$ cat config.mk
export PLATFORM = sky130hd
export DESIGN_NAME = plasma_serial_column_driver
export DESIGN_NICKNAME = d
export VERILOG_FILES = /design/src/hw/column_driver_pkg.sv /design/src/hw/pin_sync.sv /design/src/hw/plasma_serial_column_driver.sv
export SDC_FILE = /design/constraint.sdc
export NUM_CORES = 1
export LEC_CHECK = 0
export ABC_AREA = 1
export CAP_MARGIN = 20
export CORE_MARGIN = 1
export CORE_UTILIZATION = 45
export CTS_CLUSTER_SIZE = 10
export DETAILED_ROUTE_END_ITERATION = 7
export DONT_BUFFER_PORTS = 1
export MAX_ROUTING_LAYER = met4
export PLACE_DENSITY = 0.57
export SYNTH_ARGS = -nofsm -noshare
export SYNTH_HDL_FRONTEND = slang
export SYNTH_SLANG_ARGS = --single-unit
export TNS_END_PERCENT = 20
$ cat constraint.sdc
create_clock -name sys_clk -period 2.5 [get_ports sys_clk]
set_input_delay 0.25 -clock sys_clk [delete_from_list [all_inputs] [get_ports sys_clk]]
set_output_delay 0.25 -clock sys_clk [all_outputs]
set_load 0.02 [all_outputs]
$ cat src/hw/column_driver_pkg.sv
// Package with widths, reset values and signal groups of the serial column driver
package column_driver_pkg;

   // ---------------------------------------------------------------
   // Sizes and reset values
   // ---------------------------------------------------------------
   localparam int          STAGE_COUNT      = 32;
   localparam int          SYNC_DEPTH       = 2;
   localparam logic [31:0] STAGE_RESET      = 32'h0000_0000;
   localparam logic [3:0]  PIN_SYNC_RESET   = 4'h0;

   typedef logic [STAGE_COUNT-1:0] stage_vec_t;

   // ---------------------------------------------------------------
   // Pin groups
   // ---------------------------------------------------------------
   typedef struct packed {
      logic serial_data;      // Serial data input
      logic shift_clk;        // Shift clock pin, sampled
      logic strobe_n;         // Active-low strobe
      logic force_all_low_n;  // Active-low force_all_low_n
   } ctrl_pins_s;

   typedef struct packed {
      stage_vec_t electrodes; // Bit 0 is electrode_out_first, bit 31 electrode_out_last
      logic       serial_out; // Cascade output
   } drive_pins_s;

endpackage : column_driver_pkg

$ cat src/hw/pin_sync.sv
// Two-flop synchroniser for a group of asynchronous input pins
module pin_sync
  import column_driver_pkg::*;
#(
   parameter int               WIDTH     = 4,
   parameter logic [WIDTH-1:0] RESET_VAL = '0
) (
   input  wire logic             sys_clk,   // System clock
   input  wire logic             rst_n,     // Synchronised reset, active low
   input  wire logic [WIDTH-1:0] async_in,  // Raw pin levels
   output logic      [WIDTH-1:0] sync_out   // Synchronised levels
);
   import column_driver_pkg::*;

   logic [WIDTH-1:0] meta;
   logic [WIDTH-1:0] next_meta;
   logic [WIDTH-1:0] next_sync_out;

   always_comb begin
      next_meta     = async_in;
      next_sync_out = meta;
   end

   // Both stages reset to a fixed level, so logic behind sees an edge at release only for a pin at the other level
   always_ff @(posedge sys_clk or negedge rst_n) begin
      if (!rst_n) begin
         meta     <= RESET_VAL;
         sync_out <= RESET_VAL;
      end else begin
         meta     <= next_meta;
         sync_out <= next_sync_out;
      end
   end

endmodule : pin_sync

$ cat src/hw/plasma_serial_column_driver.sv
// Serial-in, 32-electrode parallel-out display column driver with cascade output
//
// How it works
// - Each rising edge of the shift clock moves the register one stage, with the first stage taking serial data.
// - With strobe and force_all_low_n both high every electrode output sits high.
// - With strobe low and force_all_low_n high, an electrode whose stage holds low drives low.
// - With strobe low and force_all_low_n high, an electrode whose stage holds high stays high.
// - With force_all_low_n low every electrode output is low regardless of data and strobe.
// - The 32 stage values, as captured at the latest clock edge, feed the output selection.
// - The serial cascade output always shows the last stage.
module plasma_serial_column_driver
  import column_driver_pkg::*;
(
   input  wire logic                          sys_clk,  // System clock, 100 MHz
   input  wire logic                          arst_n,   // Asynchronous reset, active low
   input  wire column_driver_pkg::ctrl_pins_s pins_in,  // Data, clock, strobe, force_all_low_n pins
   output column_driver_pkg::drive_pins_s     pins_out  // Electrodes and cascade output
);
   import column_driver_pkg::*;

   // ---------------------------------------------------------------
   // Reset release
   // ---------------------------------------------------------------
   logic [1:0] rst_pipe;
   logic [1:0] next_rst_pipe;
   logic       rst_n;

   always_comb begin
      next_rst_pipe = {rst_pipe[0], 1'b1};
   end

   always_ff @(posedge sys_clk or negedge arst_n) begin
      if (!arst_n) begin
         rst_pipe <= 2'h0;
      end else begin
         rst_pipe <= next_rst_pipe;
      end
   end

   // Release is taken from the second flop only, so it never comes out metastable
   assign rst_n = rst_pipe[1];

   // ---------------------------------------------------------------
   // Pin synchronisation
   // ---------------------------------------------------------------
   // The device has no reset of its own; the sync flops start at zero, and
   // shift_clk starting low means a pin held high at release reads as one edge.
   logic [3:0]  pins_sync;
   logic        data_s;
   logic        clk_s;
   logic        strobe_n_s;
   logic        force_all_low_n_n_s;

   pin_sync #(
      .WIDTH     (4),
      .RESET_VAL (PIN_SYNC_RESET)
   ) u_pin_sync (
      .sys_clk   (sys_clk),
      .rst_n     (rst_n),
      .async_in  (pins_in),
      .sync_out  (pins_sync)
   );

   assign {data_s, clk_s, strobe_n_s, force_all_low_n_n_s} = pins_sync;

   // ---------------------------------------------------------------
   // Shift clock edge detect
   // ---------------------------------------------------------------
   logic clk_prev;
   logic next_clk_prev;
   logic shift_en;

   always_comb begin
      next_clk_prev = clk_s;
   end

   // A pin held high for many cycles still gives one pulse; phases shorter
   // than one system clock cycle can be lost, so the far side must keep them long
   assign shift_en = clk_s & ~clk_prev;

   // ---------------------------------------------------------------
   // Shift register
   // ---------------------------------------------------------------
   // Zero at reset is a choice that keeps the stages free of unknowns
   stage_vec_t stages;
   stage_vec_t next_stages;

   always_comb begin
      next_stages = stages;
      if (shift_en) begin
         next_stages = {stages[STAGE_COUNT-2:0], data_s};
      end
   end

   always_ff @(posedge sys_clk or negedge rst_n) begin
      if (!rst_n) begin
         clk_prev <= 1'b0;
         stages   <= STAGE_RESET;
      end else begin
         clk_prev <= next_clk_prev;
         stages   <= next_stages;
      end
   end

   // ---------------------------------------------------------------
   // Output selection
   // ---------------------------------------------------------------
   drive_pins_s next_out;
   // Force_all_low_n is tested first so that it overrides strobe

   always_comb begin
      next_out.serial_out = stages[STAGE_COUNT-1];
      if (!force_all_low_n_n_s) begin
         next_out.electrodes = '0;
      end else if (!strobe_n_s) begin
         next_out.electrodes = stages;
      end else begin
         next_out.electrodes = '1;
      end
   end

   // Registered outputs; during reset they show the force_all_low_n level of all low
   always_ff @(posedge sys_clk or negedge rst_n) begin
      if (!rst_n) begin
         pins_out <= '0;
      end else begin
         pins_out <= next_out;
      end
   end
endmodule : plasma_serial_column_driver

Word-level counts from Yosys, hierarchy flattened. Index checks and enable logic that the tools add are counted.

Bits in registers: 76. Input port bits: 6. Output and inout bits: 33. Logic and storage cells: 11.

Mux-type cells: 2. Bitwise operators: 2.

Operators by type and width (number): 32-bit two-way mux (2); 1-bit bitwise AND (1); 1-bit inverter (1).

Depth between registers and ports, before layout.
Depth after elaboration: 2. Gate-level depth with buffers: 5. Depth with buffers taken out: 4.

Cells and area by module. Synthesis repeated with hierarchy kept, for this count alone.

Cells, all modules: 256. Area total of the unflattened synthesis: 2696.3 um^2.

By module, submodules not included: plasma_serial_column_driver (times used 1, cells an instance 248, area an instance 2496.1 um^2, seq. area each 1701.6 um^2); pin_sync (times used 1, cells an instance 8, area an instance 200.2 um^2, seq. area each 200.2 um^2).

Worst setup path before layout. Ideal clock, no wire load.

Path type: flip-flop to flip-flop. Start point: register u_pin_sync.sync_out[2]. End point: register stages[28]. Library setup time: 0.115 ns. Arrival: 0.774 ns. Data required time: 2.385 ns. Path slack: 1.610 ns. Stages on the path, launching flop included: 6. Path buffers: 2. Period minus slack after synthesis: 0.890 ns. Cell sequence: dfrtp_1 -> buf_6 -> nand2_8 -> buf_12 -> nand2_2 -> nand2_2.

Cells in the longest elaborated chain, start to end: 1.

Ends and longest elaborated chain: start: declaration (line pin_sync.sv:11) `output logic [WIDTH-1:0] sync_out`; start signal: assignment (line pin_sync.sv:31) `sync_out <= next_sync_out;`; 1-bit bitwise AND (line plasma_serial_column_driver.sv:79) `assign shift_en = clk_s & ~clk_prev;`; end signal: assignment (line plasma_serial_column_driver.sv:101) `stages <= next_stages;`; end: declaration (line plasma_serial_column_driver.sv:85) `stage_vec_t stages;`.

No other way between the ends. A chain may end at the register's enable or synchronous reset.

Worst setup path after layout.
Start point: register u_pin_sync.sync_out[2]. End point: register stages[5].

Same word-level chain as after synthesis.

==> flow_metrics.env <==
export IMPL_run_status="complete, no violations"
export IMPL_post_route_period_util=0.5503
export IMPL_drtIter0Drc=109
export IMPL_avgRoutedWirePerCell_um=13.14
export IMPL_multiInputGateArea_sq_um=814.5
export IMPL_yosysTopAreaCellShare=0.6552
export IMPL_fin_crit_ps=1376
export IMPL_rsz0062_at_grt="false"
export IMPL_finalSetupTns_ps=0
export IMPL_synthTopCellsByArea="dfrtp_1, nand2_2, nor2_1"
export IMPL_grt_max_degree=75
export IMPL_hold_viol=0
export IMPL_instances_no_fill=338
export IMPL_cts_max_path_buffers=2
export IMPL_grt_pass1_vias=1652
export IMPL_hpwl_um=2446
export IMPL_cpPeakStageDelay_ps=750
export IMPL_p_leak_nw=1.533
export IMPL_crit_path_end_kind="register"
export IMPL_synth_yosys_seq_area_share=0.6552
export IMPL_grtUsageTotal=0.1671
export IMPL_path_clk_slew_ps=70
export IMPL_io_buffers=0
export IMPL_area_growth_pct=6.983
export IMPL_initial_core_util=0.4789
export IMPL_syn_nets=262
export IMPL_cts_buffers=9
export IMPL_synth_area_sq_um=2903
export IMPL_yosysTopAreaCell="dfrtp_1"
export IMPL_gr_total_overflow=0
export IMPL_arrival_ps=1620
export IMPL_fill_cells=554
export IMPL_route_detailed_drc=0
export IMPL_max_cap_viol_count=0
export IMPL_maxSlewHeadroom=0.3275
export IMPL_coreArea_sq_um=6061
export IMPL_avgSynthCellArea_sq_um=11.34
export IMPL_grt_pass1_wl_um=7845
export IMPL_gp_congestion=0.7365
export IMPL_critical_path_max_fanout=32
export IMPL_drive_gt1_frac=0.3042
export IMPL_ant_nets=0
export IMPL_wl_um=4443
export IMPL_viasPerCell=4.754
export IMPL_h_tree_depth=3
export IMPL_post_cts_buffers=0
export IMPL_regArea_sq_um=1906
export IMPL_setup_viol=0
export IMPL_antenna_found_initial=0
export IMPL_fin_hold_ws_ps=126.9
export IMPL_tightest_slew_ps=1009
export IMPL_cp_required_ps=2740
export IMPL_power_density_nw_per_um2=852.2
export IMPL_max_vdd_ir_drop_uv=463.2
export IMPL_synth_distinct_cells=13
export IMPL_min_path_type="input pin to asynchronous set/reset pin"
export IMPL_path_cells="nand2_8, nand2_2, nand2_2"
export IMPL_num_antenna_cells=0
export IMPL_clock_fmax_ghz=0.7269
export IMPL_clock_latency_ps=350
export IMPL_ys_warn_count=0
export IMPL_dr_pass1_iters=4
export IMPL_via_count=1607
export IMPL_cts_tree="done"
export IMPL_slowest_stage="dfrtp_1"
export IMPL_nets=264
export IMPL_ioPinCount=39
export IMPL_skew_ps=6.909
export IMPL_placed_cells=317
export IMPL_cts_sinks=76
export IMPL_die_w_um=82.32
export IMPL_row_count=28
export IMPL_die_h_um=82.32
export IMPL_final_common_cell="dfrtp_1"
export IMPL_ys_ff_latch=76
export IMPL_cp_start_kind="register"
export IMPL_synthCells=256
export IMPL_dieArea_sq_um=6776
export IMPL_cts_root_buf="clkbuf_8"
export IMPL_crit_path_frequent_cell="nand2_2"
export IMPL_final_cell_mix="dfrtp_1, nor2_1, nand2_2"
export IMPL_critical_path_class="register to register"
export IMPL_drv_slew=0
critical path, delay by kind of cell (launching register included):
| kind | cells | cell delay [ps] |
|---|---|---|
| AND/OR/NAND/NOR | 3 | 510 |
| flip-flops | 1 | 750 |
area by class of cell:
type,count,share of cell area
Clock buffer,11,0.04553
Inverter,2,0.003223
Timing Repair Buffer,7,0.02095
Clock inverter,5,0.02417
Sequential cell,76,0.6136
Tap cell,75,0.03022
Multi-Input combinational cell,162,0.2623
what timing repair did:
item / in CTS / in global routing
hold buffers: 5 / 0
hold endpoints to repair: 6 / 0
gates resized for setup: 0 / 0
where the power goes:
part	total (mW)	switching, mW	internal (mW)
clock	1.02	0.432	0.585
sequential	1.48	0.149	1.33
combinational	0.155	0.0881	0.0665
total	2.65	0.669	1.98
routing by layer:
metal,vias up,part of all wire,track usage
li1,797,-,-
met1,761,0.49,0.2133
met2,39,0.44,0.2364
met3,10,0.036,0.04286
met4,0,0.028,0.1053
met5,-,0,-
worst paths after layout:
path                                                        from                               end  slack, ps  cells after the start
worst max-delay path            u_pin_sync.sync_out[2]$_DFF_PN0_             stages[5]$_DFFE_PN0P_       1120                      3
worst min-delay path                                      arst_n             rst_pipe[1]$_DFF_PN0_        130                      1
worst max register to register  u_pin_sync.sync_out[2]$_DFF_PN0_             stages[5]$_DFFE_PN0P_       1120                      3
worst min register to register      u_pin_sync.meta[0]$_DFF_PN0_  u_pin_sync.sync_out[0]$_DFF_PN0_        340                      0
max in group asynchronous                  rst_pipe[1]$_DFF_PN0_            pins_out[17]$_DFF_PN0_       1440                      0
min in group sys_clk                u_pin_sync.meta[0]$_DFF_PN0_  u_pin_sync.sync_out[0]$_DFF_PN0_        340                      0
kinds of logic after synthesis:
kind of cell	after synthesis	synth area share
buffers and inverters	18	0.06422
flip-flops	76	0.6552
other	1	0.001292
AND/OR/NAND/NOR	161	0.2793
cell usage after synthesis:
cell type / count
buf_12: 3
nand2_1: 4
conb_1: 1
nand2_2: 60
dfrtp_1: 76
buf_2: 3
inv_1: 1
buf_6: 7
inv_4: 1
nand3_1: 32
buf_4: 3
nor2_1: 64
nand2_8: 1
state kept, by name, indices dropped and copies added (netlist names):
name	count
pins_out	33
stages	32
u_pin_sync.meta	4
u_pin_sync.sync_out	4
rst_pipe	2
clk_prev	1
through the flow:
stage	instance area, sq um	utilization	power, mW	worst slack, ps
2_1_floorplan	2903	-	1.632	226.7
3_3_place_gp	2839	0.4684	1.649	1163
3_5_place_dp	2839	0.4684	1.653	1122
4_1_cts	3105	0.5124	2.684	1106
5_1_grt	3105	0.5124	2.775	935.0
6_report	3105	0.5124	2.647	1124
(Power assumes the default switching activity.)
